## src/core/ulpevr_defines.svh

```systemverilog
// Contract
// RQ1 - rise enable read 0d-0f, write/set/clear
// RQ2 - five rise enables reset one, rising edge
// RQ3 - fall enables 10-12, reset one, falling edge
// RQ4 - detach source active only in host role
// RQ5 - live status 13 shows sources, upper zero
// RQ6 - latch 14 sets on enabled edge, read-clear
// RQ7 - debug 15 shows line level pair
// RQ8 - scratch 16-18 resets zero, no side effects
// RQ9 - link programs uart routes before mode select
// RQ10 - data1 held high while rx route clear
// RQ11 - switch control bits drive id, routes, left
// RQ12 - right speaker closes on right or mic
// RQ13 - uart data reaches speakers when routed
// RQ14 - link avoids uart routes during audio
// RQ15 - single-ended receivers off on audio routes
// RQ16 - accessory enable 1d, id open rise/fall
// RQ17 - unimplemented accessory bits read zero
// RQ18 - resistor done enable ored with vendor enable
// RQ19 - accessory status 20 id open, resistor code
// RQ20 - measure done clears via vendor read only
// RQ21 - accessory latch 21 id and done, read-clear
// RQ22 - mode select redefines pins, self clears
// RQ23 - weak pullup gates id open detection
// RQ24 - set address ors, clear address clears ones
// RQ25 - new latch bit reported in next rxcmd
`ifndef ULPEVR_DEFINES_SVH
`define ULPEVR_DEFINES_SVH
`define ULPEVR_A_RISE 6'h0d
`define ULPEVR_A_FALL 6'h10
`define ULPEVR_A_STAT 6'h13
`define ULPEVR_A_LATCH 6'h14
`define ULPEVR_A_DEBUG 6'h15
`define ULPEVR_A_SCRATCH 6'h16
`define ULPEVR_A_ACC_CTL 6'h19
`define ULPEVR_A_ACC_EN 6'h1d
`define ULPEVR_A_ACC_STAT 6'h20
`define ULPEVR_A_ACC_LATCH 6'h21
`define ULPEVR_RST_EDGE_EN 5'h1f
`define ULPEVR_RST_BYTE 8'h00
`define ULPEVR_ACC_CTL_MASK 8'h7e
`define ULPEVR_ACC_EN_MASK 8'h23
`define ULPEVR_B_ID_GND_DRV 1
`define ULPEVR_B_UART_TX 2
`define ULPEVR_B_UART_RX 3
`define ULPEVR_B_LEFT 4
`define ULPEVR_B_RIGHT 5
`define ULPEVR_B_MIC 6
`define ULPEVR_B_OPEN_RISE 0
`define ULPEVR_B_OPEN_FALL 1
`define ULPEVR_B_RES_IRQ 5
`endif

```

## src/core/ulpevr_pkg.sv

```systemverilog
package ulpevr_pkg;
  typedef enum logic [1:0] {
    ULPEVR_OP_WRITE,
    ULPEVR_OP_SET,
    ULPEVR_OP_CLEAR,
    ULPEVR_OP_NONE
  } ulpevr_op_t;
endpackage : ulpevr_pkg

```

## src/core/ulpevr_regs.sv

```systemverilog
`timescale 1ns/10ps
`default_nettype none
`include "ulpevr_defines.svh"
module ulpevr_regs
  import ulpevr_pkg::*;
(
  // clock and reset
  input wire logic i_clk_sys,
  input wire logic i_reset_n,
  // register access from the ulpi front end
  input wire logic i_reg_wr,
  input wire logic i_reg_rd,
  input wire logic [5:0] i_reg_addr,
  input wire logic [7:0] i_reg_wdata,
  output logic [7:0] o_reg_rdata,
  output logic o_reg_hit,
  // analog event sources, asynchronous
  input wire logic [4:0] i_event_src,
  input wire logic [1:0] i_line_level_pair,
  input wire logic i_id_open_raw,
  // resistor measurement engine
  input wire logic i_resistor_measure_done,
  input wire logic [2:0] i_id_resistor_code,
  input wire logic i_vendor_res_irq_enable,
  // other registers of the device
  input wire logic i_host_role,
  input wire logic i_accessory_mode_select,
  input wire logic i_id_pin_weak_pullup,
  // uart pins in accessory mode
  input wire logic i_uart_txd,
  input wire logic i_dp_level,
  // switches and pin controls
  output logic o_id_ground_drive,
  output logic o_dm_from_txd,
  output logic o_dp_to_rxd,
  output logic o_left_speaker_switch,
  output logic o_right_speaker_switch,
  output logic o_se_receiver_disable,
  output logic o_data1_out,
  output logic o_data1_oe,
  output logic o_data0_oe,
  // uart data for the speaker pins
  output logic o_left_speaker_uart,
  output logic o_right_speaker_uart,
  // rxcmd notification
  output logic o_alt_int,
  output logic o_event_notify
);
  // ************************************
  // state
  // ************************************
  typedef struct packed {
    logic [4:0] src_s1;
    logic [4:0] src_s2;
    logic [4:0] src_prev;
    logic [1:0] line_s1;
    logic [1:0] line_s2;
    logic open_s1;
    logic open_s2;
    logic open_prev;
    logic done_s1;
    logic done_s2;
    logic done_prev;
    logic [4:0] latch;
    logic acc_open_latch;
    logic acc_done_latch;
    logic [7:0] rdata;
    logic alt_int;
    logic notify;
  } ulpevr_st_t;
  ulpevr_st_t st_ff;
  ulpevr_st_t nxt_st;
  // ************************************
  // write, set and clear registers
  // ************************************
  logic [7:0] rise_en;
  logic [7:0] fall_en;
  logic [7:0] scratch;
  logic [7:0] acc_ctl;
  logic [7:0] acc_en;
  logic [5:0] base_rise;
  logic [5:0] base_fall;
  logic [5:0] base_scr;
  logic [5:0] base_ctl;
  logic [5:0] base_en;
  ulpevr_op_t op_rise;
  ulpevr_op_t op_fall;
  ulpevr_op_t op_scr;
  ulpevr_op_t op_ctl;
  ulpevr_op_t op_en;
  function automatic ulpevr_op_t op_of(input logic [5:0] addr, input logic [5:0] base);
    logic [5:0] diff;
    diff = addr - base;
    case (diff)
      6'h00: op_of = ULPEVR_OP_WRITE;
      6'h01: op_of = ULPEVR_OP_SET;
      6'h02: op_of = ULPEVR_OP_CLEAR;
      default: op_of = ULPEVR_OP_NONE;
    endcase
  endfunction : op_of
  assign base_rise = `ULPEVR_A_RISE;
  assign base_fall = `ULPEVR_A_FALL;
  assign base_scr = `ULPEVR_A_SCRATCH;
  assign base_ctl = `ULPEVR_A_ACC_CTL;
  assign base_en = `ULPEVR_A_ACC_EN;
  // RQ1 rise window decode
  assign op_rise = op_of(i_reg_addr, base_rise);
  // RQ3 fall window decode
  assign op_fall = op_of(i_reg_addr, base_fall);
  assign op_scr = op_of(i_reg_addr, base_scr);
  assign op_ctl = op_of(i_reg_addr, base_ctl);
  assign op_en = op_of(i_reg_addr, base_en);
  // RQ2 rise enables reset one
  ulpevr_wsc_reg #(
    .RST({3'h0, `ULPEVR_RST_EDGE_EN}),
    .MASK(8'h1f)
  ) u_rise (
    .i_clk_sys(i_clk_sys),
    .i_reset_n(i_reset_n),
    .i_hit(i_reg_wr),
    .i_op(op_rise),
    .i_wdata(i_reg_wdata),
    .o_value(rise_en)
  );
  // RQ3 fall enables reset one
  ulpevr_wsc_reg #(
    .RST({3'h0, `ULPEVR_RST_EDGE_EN}),
    .MASK(8'h1f)
  ) u_fall (
    .i_clk_sys(i_clk_sys),
    .i_reset_n(i_reset_n),
    .i_hit(i_reg_wr),
    .i_op(op_fall),
    .i_wdata(i_reg_wdata),
    .o_value(fall_en)
  );
  // RQ8 scratch, drives nothing
  ulpevr_wsc_reg #(
    .RST(`ULPEVR_RST_BYTE),
    .MASK(8'hff)
  ) u_scr (
    .i_clk_sys(i_clk_sys),
    .i_reset_n(i_reset_n),
    .i_hit(i_reg_wr),
    .i_op(op_scr),
    .i_wdata(i_reg_wdata),
    .o_value(scratch)
  );
  // RQ11 bit 0 and 7 held zero
  ulpevr_wsc_reg #(
    .RST(`ULPEVR_RST_BYTE),
    .MASK(`ULPEVR_ACC_CTL_MASK)
  ) u_ctl (
    .i_clk_sys(i_clk_sys),
    .i_reset_n(i_reset_n),
    .i_hit(i_reg_wr),
    .i_op(op_ctl),
    .i_wdata(i_reg_wdata),
    .o_value(acc_ctl)
  );
  // RQ17 unimplemented enables masked
  ulpevr_wsc_reg #(
    .RST(`ULPEVR_RST_BYTE),
    .MASK(`ULPEVR_ACC_EN_MASK)
  ) u_en (
    .i_clk_sys(i_clk_sys),
    .i_reset_n(i_reset_n),
    .i_hit(i_reg_wr),
    .i_op(op_en),
    .i_wdata(i_reg_wdata),
    .o_value(acc_en)
  );
  // ************************************
  // edge detection and latches
  // ************************************
  logic [4:0] src_live;
  logic [4:0] edge_hit;
  logic open_now;
  logic open_edge;
  logic res_irq_en;
  logic done_rise;
  logic rd_latch;
  logic rd_acc_latch;
  logic [7:0] rd_mux;
  // RQ4 detach gated by host role
  assign src_live = {st_ff.src_s2[4:1], st_ff.src_s2[0] & i_host_role};
  // RQ23 open only with pullup
  assign open_now = st_ff.open_s2 & i_id_pin_weak_pullup;
  // RQ18 enable ored with vendor
  assign res_irq_en = acc_en[`ULPEVR_B_RES_IRQ] | i_vendor_res_irq_enable;
  genvar gi;
  generate
    for (gi = 0; gi < 5; gi = gi + 1) begin : g_edge
      // RQ2 rising edge qualify
      assign edge_hit[gi] = (rise_en[gi] & src_live[gi] & ~st_ff.src_prev[gi])
        // RQ3 falling edge qualify
        | (fall_en[gi] & ~src_live[gi] & st_ff.src_prev[gi]);
    end
  endgenerate
  // RQ16 id open direction enables
  assign open_edge = (acc_en[`ULPEVR_B_OPEN_RISE] & open_now & ~st_ff.open_prev)
    | (acc_en[`ULPEVR_B_OPEN_FALL] & ~open_now & st_ff.open_prev);
  // RQ21 done rises while enabled
  assign done_rise = res_irq_en & st_ff.done_s2 & ~st_ff.done_prev;
  assign rd_latch = i_reg_rd && (i_reg_addr == `ULPEVR_A_LATCH);
  assign rd_acc_latch = i_reg_rd && (i_reg_addr == `ULPEVR_A_ACC_LATCH);
  // ************************************
  // read mux
  // ************************************
  always_comb begin
    rd_mux = 8'h00;
    o_reg_hit = 1'b1;
    if (op_rise != ULPEVR_OP_NONE) begin
      rd_mux = rise_en;
    end else if (op_fall != ULPEVR_OP_NONE) begin
      rd_mux = fall_en;
    end else if (op_scr != ULPEVR_OP_NONE) begin
      rd_mux = scratch;
    end else if (op_ctl != ULPEVR_OP_NONE) begin
      rd_mux = acc_ctl;
    end else if (op_en != ULPEVR_OP_NONE) begin
      rd_mux = acc_en;
    end else begin
      case (i_reg_addr)
        // RQ5 live sources, upper zero
        `ULPEVR_A_STAT: rd_mux = {3'h0, src_live};
        // RQ6 latched bits
        `ULPEVR_A_LATCH: rd_mux = {3'h0, st_ff.latch};
        // RQ7 line level pair
        `ULPEVR_A_DEBUG: rd_mux = {6'h00, st_ff.line_s2};
        // RQ19 open, code and done
        // RQ20 reading here keeps done
        `ULPEVR_A_ACC_STAT: rd_mux = {1'b0, st_ff.done_s2, i_id_resistor_code, 2'b00, open_now};
        // RQ21 accessory latch bits
        `ULPEVR_A_ACC_LATCH: rd_mux = {4'h0, st_ff.acc_done_latch, 2'b00, st_ff.acc_open_latch};
        default: begin
          rd_mux = 8'h00;
          o_reg_hit = 1'b0;
        end
      endcase
    end
  end
  // ************************************
  // next state
  // ************************************
  always_comb begin
    nxt_st = st_ff;
    // two-flop sync of event, line, id open and done inputs
    nxt_st.src_s1 = i_event_src;
    nxt_st.src_s2 = st_ff.src_s1;
    nxt_st.src_prev = src_live;
    nxt_st.line_s1 = i_line_level_pair;
    nxt_st.line_s2 = st_ff.line_s1;
    nxt_st.open_s1 = i_id_open_raw;
    nxt_st.open_s2 = st_ff.open_s1;
    nxt_st.open_prev = open_now;
    nxt_st.done_s1 = i_resistor_measure_done;
    nxt_st.done_s2 = st_ff.done_s1;
    nxt_st.done_prev = st_ff.done_s2;
    // RQ6 read clears, new edge wins
    nxt_st.latch = (rd_latch ? 5'h00 : st_ff.latch) | edge_hit;
    // RQ21 read clears, set wins
    nxt_st.acc_open_latch = (~rd_acc_latch & st_ff.acc_open_latch) | open_edge;
    nxt_st.acc_done_latch = (~rd_acc_latch & st_ff.acc_done_latch) | done_rise;
    if (i_reg_rd) begin
      nxt_st.rdata = rd_mux;
    end
    // RQ25 new latch event to rxcmd
    nxt_st.notify = (|edge_hit) | open_edge | done_rise;
    // RQ16 alt_int for accessory events
    nxt_st.alt_int = open_edge | done_rise;
  end
  always_ff @(posedge i_clk_sys) begin
    if (!i_reset_n) begin
      st_ff <= '0;
    end else begin
      st_ff <= nxt_st;
    end
  end
  // ************************************
  // switches and pins
  // ************************************
  logic acc_on;
  logic audio_on;
  // RQ22 mode gates data1 enable and speaker uart, not switches
  assign acc_on = i_accessory_mode_select;
  assign audio_on = acc_ctl[`ULPEVR_B_LEFT] | acc_ctl[`ULPEVR_B_RIGHT] | acc_ctl[`ULPEVR_B_MIC];
  // RQ11 control bits to switches
  assign o_id_ground_drive = acc_ctl[`ULPEVR_B_ID_GND_DRV];
  assign o_dm_from_txd = acc_ctl[`ULPEVR_B_UART_TX];
  assign o_dp_to_rxd = acc_ctl[`ULPEVR_B_UART_RX];
  assign o_left_speaker_switch = acc_ctl[`ULPEVR_B_LEFT];
  // RQ12 right on either bit
  assign o_right_speaker_switch = acc_ctl[`ULPEVR_B_RIGHT] | acc_ctl[`ULPEVR_B_MIC];
  // RQ15 receivers off for audio
  assign o_se_receiver_disable = audio_on;
  // RQ10 data1 high without rx route
  assign o_data1_out = acc_ctl[`ULPEVR_B_UART_RX] ? i_dp_level : 1'b1;
  assign o_data1_oe = acc_on;
  assign o_data0_oe = 1'b0;
  // RQ13 uart data on speaker pins
  assign o_left_speaker_uart = acc_on & acc_ctl[`ULPEVR_B_UART_TX]
    & acc_ctl[`ULPEVR_B_LEFT] & i_uart_txd;
  assign o_right_speaker_uart = acc_on & acc_ctl[`ULPEVR_B_UART_RX]
    & o_right_speaker_switch & i_dp_level;
  assign o_reg_rdata = st_ff.rdata;
  assign o_alt_int = st_ff.alt_int;
  assign o_event_notify = st_ff.notify;
endmodule : ulpevr_regs
`default_nettype wire

```

## src/core/ulpevr_wsc_reg.sv

```systemverilog
`timescale 1ns/10ps
`default_nettype none
// one byte register with write, set and clear ports
module ulpevr_wsc_reg
  import ulpevr_pkg::*;
#(
  parameter logic [7:0] RST = 8'h00,
  parameter logic [7:0] MASK = 8'hff
) (
  // clock and reset
  input wire logic i_clk_sys,
  input wire logic i_reset_n,
  // access
  input wire logic i_hit,
  input wire ulpevr_op_t i_op,
  input wire logic [7:0] i_wdata,
  // value
  output logic [7:0] o_value
);
  typedef struct packed {
    logic [7:0] value;
  } ulpevr_wsc_st_t;
  ulpevr_wsc_st_t st_ff;
  ulpevr_wsc_st_t nxt_st;
  always_comb begin
    nxt_st = st_ff;
    if (i_hit) begin
      // RQ24 set and clear
      case (i_op)
        ULPEVR_OP_WRITE: nxt_st.value = i_wdata & MASK;
        ULPEVR_OP_SET: nxt_st.value = (st_ff.value | i_wdata) & MASK;
        ULPEVR_OP_CLEAR: nxt_st.value = st_ff.value & ~i_wdata;
        default: nxt_st.value = st_ff.value;
      endcase
    end
  end
  always_ff @(posedge i_clk_sys) begin
    if (!i_reset_n) begin
      st_ff.value <= RST;
    end else begin
      st_ff <= nxt_st;
    end
  end
  assign o_value = st_ff.value;
endmodule : ulpevr_wsc_reg
`default_nettype wire

```

## config.mk

```make
export PLATFORM = sky130hd
export DESIGN_NAME = ulpevr_regs
export DESIGN_NICKNAME = d
export VERILOG_FILES = /design/src/core/ulpevr_pkg.sv /design/src/core/ulpevr_regs.sv /design/src/core/ulpevr_wsc_reg.sv
export VERILOG_INCLUDE_DIRS = /design/src /design/src/core
export SDC_FILE = /design/constraint.sdc
export NUM_CORES = 1
export LEC_CHECK = 0
export BUFFER_PORTS_ARGS = -buffer_cell sky130_fd_sc_hd__buf_2
export CAP_MARGIN = 5
export CORE_MARGIN = 2
export CORE_UTILIZATION = 53
export DETAILED_ROUTE_END_ITERATION = 12
export PLACE_DENSITY = 0.77
export SYNTH_ARGS = -nofsm -noshare
export SYNTH_HDL_FRONTEND = slang
export SYNTH_SLANG_ARGS = --single-unit
```

## constraint.sdc

```tcl
create_clock -name i_clk_sys -period 2.73 [get_ports i_clk_sys]
set_input_delay 0 -clock i_clk_sys [delete_from_list [all_inputs] [get_ports i_clk_sys]]
set_output_delay 0 -clock i_clk_sys [all_outputs]
set_load 0.05 [all_outputs]
```

==> PnR_summary.wiki, run 1 <==
{| class="wikitable"
! Metric !! Value
|-
| Upper clock frequency limit || between 400 and 500 MHz
|-
| WP data arrival || between 2 and 2.5 ns
|-
| Power per unit of standard cell area || 465 mW/mm^2
|-
| Number of standard cells after synthesis || slightly below 600
|-
| Remaining max-slew budget at the tightest pin || between 60 and 70%
|-
| DRC violation count after routing || 0
|-
| Area taken by flip-flops and latches || roughly 0.0016 sq mm
|-
| Worst-skew pair later-pin latency || 0.36 ns
|-
| Clock H-tree levels || 3
|-
| Initial Utilization || about 55%
|-
| Critical Path Max Stage Delay || 0.29 ns
|-
| Fill cell count || approximately 750
|-
| Comb power frac || about 16%
|-
| Part of the Yosys area used for sequential elements || ~34%
|-
| Post-synthesis instance area || between 0.004 and 0.005 sq mm
|-
| Setup slack of the critical path after layout || between 0.2 and 0.25 ns
|-
| Number of port buffers || 56
|-
| Synth unique cells || 70
|-
| Net count reported at finish || roughly 700
|-
| Detailed Route Iter0 Violations || 320
|-
| Placement Rows || 34
|-
| CP max FO || 5
|-
| Worst hold slack across all endpoints || 0.00345 ns
|-
| DR vias || 4,545
|-
| Part of the power in the clock network || between 30% and 40%
|-
| Transition at the pin with the smallest max-transition slack || roughly 0.58 ns
|-
| Global-route total usage across every layer || a little over a quarter
|-
| Die area || slightly below 0.01 sq mm
|-
| Fraction of synthesis flops using an asynchronous set or reset pin || 0%
|-
| Setup repair after global routing missed its margin || false
|-
| Clk pin slew, worst setup/hold paths || roughly 0.090 ns
|-
| Num ports || slightly below 60
|-
| Final HPWL from detailed placement || slightly below 10,000 um
|-
| Result of the run || finished clean
|-
| Sw power || a little over 0.7 mW
|-
| Antenna violations before repair || 0
|-
| Global-route wire length before repair || 21,300 um
|-
| Leakage component of the power || 2.30 nW
|-
| Top Family by Delay on Critical Path || buffers and inverters
|-
| Final-report hold violation count || 0
|-
| Most common cell after layout, fill and taps aside || dfxtp_1
|-
| Number of nets with antenna violations after detailed routing || 0
|-
| Required arrival time at the worst endpoint || approximately 2.7 ns
|-
| Dominant cells by area after synthesis || dfxtp_1, a21oi_1, ha_1
|-
| Skew final || approximately 0.014 ns
|-
| Max-capacitance violation count || 0
|-
| Die boundary height || 98.8 um
|-
| Max IR drop VDD || ~0.00025 V
|-
| Number of global-route vias before repair || between 4,000 and 5,000
|-
| Total setup buffers inserted after CTS || 0
|-
| Final weighted congestion in routability-driven placement || 0.914
|-
| Via-per-instance ratio || around 6.0
|-
| Int Pwr || around 1.8 mW
|-
| Critical path's slowest cell || nor4_1
|-
| Post-synth top flop || dfxtp_1
|-
| Layout area overhead || 15.0%
|-
| Total overflow reported by the global router || 0
|-
| Pin count of the biggest net entering global routing || 58
|-
| Clock tree root driver cell || clkbuf_8
|-
| Kind of path behind the tightest hold check || primary input to register
|-
| Clock sink count || 82
|-
| CTS Buffer Depth || 2
|-
| Multi-input logic area || ~0.0027 sq mm
|-
| Horizontal extent of the die || roughly 99 um
|-
| Count of flip-flops with a built-in enable after synthesis || 0
|-
| Top library cells by usage in the layout, fill and taps aside || dfxtp_1, buf_2, a21oi_1
|-
| Cell type with the largest total area after synthesis || dfxtp_1
|-
| Aggregate routed wire length || between 10,000 and 15,000 um
|-
| Synth Warn # || 0
|-
| TritonCTS Buffers || 9
|-
| Portion of the clock cycle consumed by the worst path in the final layout || 91.3%
|-
| Final max-slew violation count || 0
|-
| Number of detailed-route iterations in the first pass || 5
|-
| Setup Crit Path Kind || primary input to output port
|-
| Share of post-route cells with drive strength above 1 || between 15 and 20%
|-
| Detailed-route wire length per cell || roughly 17 um
|-
| Placeable core area || between 0.008 and 0.009 sq mm
|-
| Number of endpoints failing setup at the final stage || 0
|-
| Min Clock Period, post-route || 2.49 ns
|-
| Bufs and invs on worst path || 5
|-
| Number of register bits inferred by synthesis || 82
|-
| Area share of the largest cell type after synthesis || 34.4%
|-
| CP Capture Type || output port
|-
| Cells along the critical path || buf_2 -> buf_4 -> ha_2 -> a21o_1 -> a21oi_1 -> xor2_1 -> nand2b_1 -> nor4_1 -> buf_4 -> inv_1 -> ha_1 -> o21ai_2 -> nor4_1 -> nand3_1 -> buf_2
|-
| Switching part of the total power || between 20% and 30%
|-
| Total nets after synthesis || between 600 and 700
|-
| Pre-CTS setup slack || -0.140 ns
|-
| Nature of the critical path startpoint || primary input
|-
| Share of power burned in registers || approximately half
|-
| Average cell area after synthesis || between 8 and 9 sq um
|-
| Diodes inserted || 0
|-
| Clock tree from TritonCTS || built
|}
[synth_stat cells, types with 5 or more instances]
cell type and count:
nand3_1 10, o22a_1 7, o21a_1 6, a211oi_1 10
nor3_1 9, nor2b_1 11, nor3b_1 5, nand3b_1 5
a21oi_1 52, a31oi_1 6, and2_1 24, ha_1 19
nand2b_1 13, o21ai_1 10, buf_2 11, inv_1 41
nor2_1 31, dfxtp_1 82, a32o_1 8, nand2_1 47
clkbuf_1 19, buf_4 11, a221o_1 5, and3_1 12
o21ai_0 32, nor4_1 5, o2111ai_1 5, o22ai_1 11
o211ai_1 13
[per-stage QoR]
step | TNS (ns) | instance area, sq um | power [mW] | cells | utilization, %
finish | 0 | 5480 | 2.55 | 761 | 62.8
floorplan | 0 | 4770 | 1.53 | 586 | -
global placement | -0.0887 | 5160 | 1.64 | 734 | 59.2
detailed placement | -1.56 | 5160 | 1.65 | 734 | 59.2
global route | 0 | 5480 | 2.65 | 761 | 62.8
CTS | 0 | 5470 | 2.55 | 761 | 62.8
[state kept, by name, summed over array words and instances (netlist names)]
| name | cells |
|---|---|
| o_event_notify | 1 |
| u_fall.o_value | 8 |
| u_en.o_value | 8 |
| nxt_st | 14 |
| o_alt_int | 1 |
| o_reg_rdata | 8 |
| st_ff | 18 |
| u_scr.o_value | 8 |
| u_ctl.o_value | 8 |
| u_rise.o_value | 8 |
[kinds of logic after synthesis]
| group | count (synthesis) | synth area share (%) |
|---|---|---|
| mux | 5 | 1.08 |
| flops | 82 | 34.4 |
| compound gates | 198 | 28.7 |
| simple gates | 191 | 21.5 |
| buf+inv | 86 | 8.24 |
| fa+ha+maj | 19 | 4.99 |
| other cells | 1 | 0.0787 |
| xor+xnor | 4 | 0.893 |
[power by group through the flow]
stage	clock network, mW	logic (mW)	registers [mW]
after global placement	0	0.372	1.27
after global routing	0.961	0.436	1.25
after detailed placement	0	0.380	1.27
final	0.903	0.401	1.25
after CTS	0.908	0.395	1.24
after floorplan	0	0.254	1.28
[layer usage]
layer	GRT usage [%]	part of all wire (%)	routed length, um
met1	36.9	44	5840
met2	43.8	46	6160
met3	4.54	6.7	893
met4	9.91	2.9	379
met5	0	0	0
[worst paths after layout]
check | start | to | slack, ns | depth (start not counted)
worst max-delay path | i_reg_addr[2] | o_reg_hit | 0.24 | 15
worst min-delay path | i_reg_wdata[7] | u_scr.o_value[7] | 0.003 | 3
worst max register to register | st_ff[13] | o_reg_rdata[1] | 0.91 | 6
worst min register to register | nxt_st[36] | nxt_st[31] | 0.43 | 1
[tightest hold or removal path, delay by kind of cell]
family | cells | cell delay (ns)
AOI/OAI and AO/OA | 2 | 0.16
buffers and inverters | 1 | 0.16
[layout make-up]
cell class              instances  area share (%)
multi-input cells             418            50.0
clock buffers                  11            2.58
inverters                      42            2.88
repair buffers                 96            11.1
clock inverters                 4           0.959
flip-flops and latches         82            30.0
well taps                     108            2.47
[what timing repair did]
item                                   4_1_cts  5_1_grt
endpoints found under the hold margin       13        0
hold buffers                                12        0
resized for setup                            0        1
setup endpoints to repair                    0        8
Note: power is estimated with default switching activity, not from simulation.
==> run 2, diff against run 1 <==
--- a/config.mk
+++ b/config.mk
@@ -11,5 +11,4 @@
 export CORE_MARGIN = 2
-export CORE_UTILIZATION = 53
+export CORE_UTILIZATION = 41
 export DETAILED_ROUTE_END_ITERATION = 12
-export PLACE_DENSITY = 0.77
 export SYNTH_ARGS = -nofsm -noshare
--- a/constraint.sdc
+++ b/constraint.sdc
@@ -3,2 +3,2 @@
 set_output_delay 0 -clock i_clk_sys [all_outputs]
-set_load 0.05 [all_outputs]
+set_load 0.1 [all_outputs]
==> run 2 against run 1 <==
Compared with the run above:
- sequential power about the same
- sequential share of layout area down 2.2 points
- clock power increased by 73%
- fmax is 3.2% lower
- via count is 2.0% higher
- critical path depth is 1 higher
- setup slack lost 0.081 ns
- total power increased by 29%
- critical endpoint is now o_reg_rdata[1]
- largest power group is now clock
==> PnR_summary.wiki, run 2 (synthesis results as in run 1) <==
{| class="wikitable"
! Metric !! Value
|-
| Number of detailed-route iterations in the first pass || 6
|-
| Top library cells by usage in the layout, fill and taps aside || dfxtp_1, buf_2, a21oi_1
|-
| Setup crit start || i_reg_addr[1]
|-
| Horizontal extent of the die || approximately 110 um
|-
| Power per unit of standard cell area || around 560 mW/mm^2
|-
| Register-to-register setup slack || 0.97 ns
|-
| Setup Crit Path Kind || primary input to register
|-
| Required arrival time at the worst endpoint || approximately 3 ns
|-
| Via-per-instance ratio || about 5.7
|-
| Met2 track demand over resource || 37.7%
|-
| Upper clock frequency limit || just under 400 MHz
|-
| Switching part of the total power || ~25%
|-
| Diodes inserted || 0
|-
| Number of endpoints failing setup at the final stage || 0
|-
| Max IR drop VDD || 0.000302 V
|-
| Global-route wire length before repair || ~23,000 um
|-
| Share of power burned in registers || 37.9%
|-
| Number of global-route vias before repair || around 4,500
|-
| Antenna violations before repair || 0
|-
| Final total negative setup slack || 0 ns
|-
| Clk pin slew, worst setup/hold paths || roughly 0.06 ns
|-
| Num ports || 58
|-
| Skew final || 0.00655 ns
|-
| Multi-input logic area || ~0.0028 sq mm
|-
| TritonCTS Buffers || 9
|-
| Die boundary height || 112 um
|-
| Result of the run || finished clean
|-
| Final-report hold violation count || 0
|-
| Global-route total usage across every layer || roughly a quarter
|-
| Transition at the pin with the smallest max-transition slack || slightly above 0.8 ns
|-
| Final max-slew violation count || 0
|-
| GRT Max-Usage Layer || met2
|-
| CP max FO || 11
|-
| CTS Buffer Depth || 2
|-
| DR vias || approximately 4,600
|-
| Worst-skew pair later-pin latency || roughly 0.35 ns
|-
| Number of port buffers || between 50 and 60
|-
| Kind of path behind the tightest hold check || primary input to register
|-
| Final weighted congestion in routability-driven placement || just over 0.9
|-
| Sw power || approximately 0.83 mW
|-
| Setup repair after global routing missed its margin || false
|-
| Net count reported at finish || 725
|-
| Fill cell count || 1,082
|-
| Die area || around 0.013 sq mm
|-
| Total overflow reported by the global router || 0
|-
| WP data arrival || 2.82 ns
|-
| Share of post-route cells with drive strength above 1 || 21.9%
|-
| Max-capacitance violation count || 0
|-
| Clock tree root driver cell || clkbuf_16
|-
| Pin count of the biggest net entering global routing || between 50 and 60
|-
| Min Clock Period, post-route || approximately 2.6 ns
|-
| Detailed Route Iter0 Violations || between 400 and 500
|-
| Area taken by flip-flops and latches || 0.00164 sq mm
|-
| Remaining max-slew budget at the tightest pin || 45.3%
|-
| Most common cell after layout, fill and taps aside || dfxtp_1
|-
| Met1 track demand over resource || between 30% and 40%
|-
| Cells on worst reg2reg path || 6
|-
| Crit Reg-Reg Startpoint || st_ff[13]
|-
| Clock H-tree levels || 3
|-
| DRC violation count after routing || 0
|-
| Clock tree from TritonCTS || built
|-
| Part of the power in the clock network || a little under half
|-
| Nature of the critical path startpoint || primary input
|-
| Endpoint of the worst-slack reg-to-reg timing path || o_reg_rdata[1]
|-
| Critical Path Sink || o_reg_rdata[1]
|-
| Worst hold slack across all endpoints || approximately 0.017 ns
|-
| Placeable core area || approximately 0.011 sq mm
|-
| Register bank with the most flops || st_ff
|-
| Met3 Resource Use GR || around 4.4%
|-
| Layout area overhead || 24.2%
|-
| CP Capture Type || register
|-
| Aggregate routed wire length || about 15,000 um
|-
| Placement Rows || 39
|-
| Final HPWL from detailed placement || about 11,000 um
|-
| Number of nets with antenna violations after detailed routing || 0
|-
| Comb power frac || between 10% and 20%
|-
| Clock sink count || roughly 80
|-
| Initial Utilization || approximately two fifths
|-
| Detailed-route wire length per cell || approximately 18 um
|-
| Number of flip-flops in the largest register || 18
|-
| Leakage component of the power || 2.50 nW
|-
| Int Pwr || 2.46 mW
|-
| Portion of the clock cycle consumed by the worst path in the final layout || between 90% and 100%
|}
==> run 2: changes by cell type in the layout (fill, tap and decap cells not counted), sizes merged <==
cell / change
a21oi: +1
buf: +21
bufinv: +3
clkbuf: +1
clkinvlp: -3
dlygate4sd3: -1
==> run 2: metrics by stage <==
stage                     instance area, sq um  std cells  power [mW]  utilization (%)  worst slack (ns)
after CTS                                 5870        816        3.30             51.6            0.0483
after detailed placement                  5370        789        1.73             47.3            -0.312
after floorplan                           4780        586        1.57                -           0.00273
after global routing                      5920        818        3.40             52.1           0.00192
after global placement                    5370        789        1.72             47.3            -0.142
final                                     5920        818        3.29             52.1             0.155
==> run 2: power by group through the flow <==
| stage | clock (mW) | combinational, mW | sequential (mW) |
|---|---|---|---|
| 3_3_place_gp | 0 | 0.449 | 1.27 |
| 6_report | 1.56 | 0.482 | 1.25 |
| 3_5_place_dp | 0 | 0.455 | 1.27 |
| 5_1_grt | 1.63 | 0.517 | 1.25 |
| 4_1_cts | 1.58 | 0.469 | 1.25 |
| 2_1_floorplan | 0 | 0.288 | 1.29 |
==> run 2: worst max-delay path: stages <==
cell and delay (ns):
buf_2 0.12, ha_1 0.23, or3b_1 0.38, a221oi_2 0.29, a21oi_1 0.09, nor3_2 0.22
and3_1 0.20, inv_1 0.06, ha_1 0.18, inv_1 0.08, a41o_4 0.14, a21oi_4 0.09
buf_4 0.20, o311ai_1 0.06, o2111ai_1 0.19, a32o_1 0.28
==> run 2: worst min-delay path by stage <==
stage	to	startpoint	depth (start not counted)
6_report	u_scr.o_value[7]	i_reg_wdata[7]	3
5_1_grt	u_ctl.o_value[5]	i_reg_wdata[5]	3
4_1_cts	u_ctl.o_value[6]	i_reg_wdata[6]	3
3_5_place_dp	nxt_st[36]	i_event_src[4]	2
3_3_place_gp	nxt_st[32]	i_event_src[0]	2
2_1_floorplan	nxt_st[18]	i_resistor_measure_done	1
==> run 2: what timing repair did <==
| item | in CTS | in global routing |
|---|---|---|
| endpoints found under the hold margin | 11 | 0 |
| gates resized for setup | 0 | 7 |
| buffers inserted | 0 | 1 |
| hold buffers | 11 | 0 |
| setup endpoints to repair | 0 | 16 |
==> run 2: area by class of cell <==
| type | instances | share of cell area, % |
|---|---|---|
| multi-input combinational | 419 | 47.0 |
| sequential | 82 | 27.7 |
| timing repair buffer | 116 | 13.1 |
| clock buffer | 12 | 4.50 |
| tap | 143 | 3.02 |
| inverter | 42 | 2.66 |
| clock inverter | 4 | 2.03 |
==> run 2: per-layer routing <==
metal	share of wire [%]	up-vias
met3	6.2	31
li1	-	2268
met2	45	154
met1	46	2183
met5	0	-
met4	2.5	0
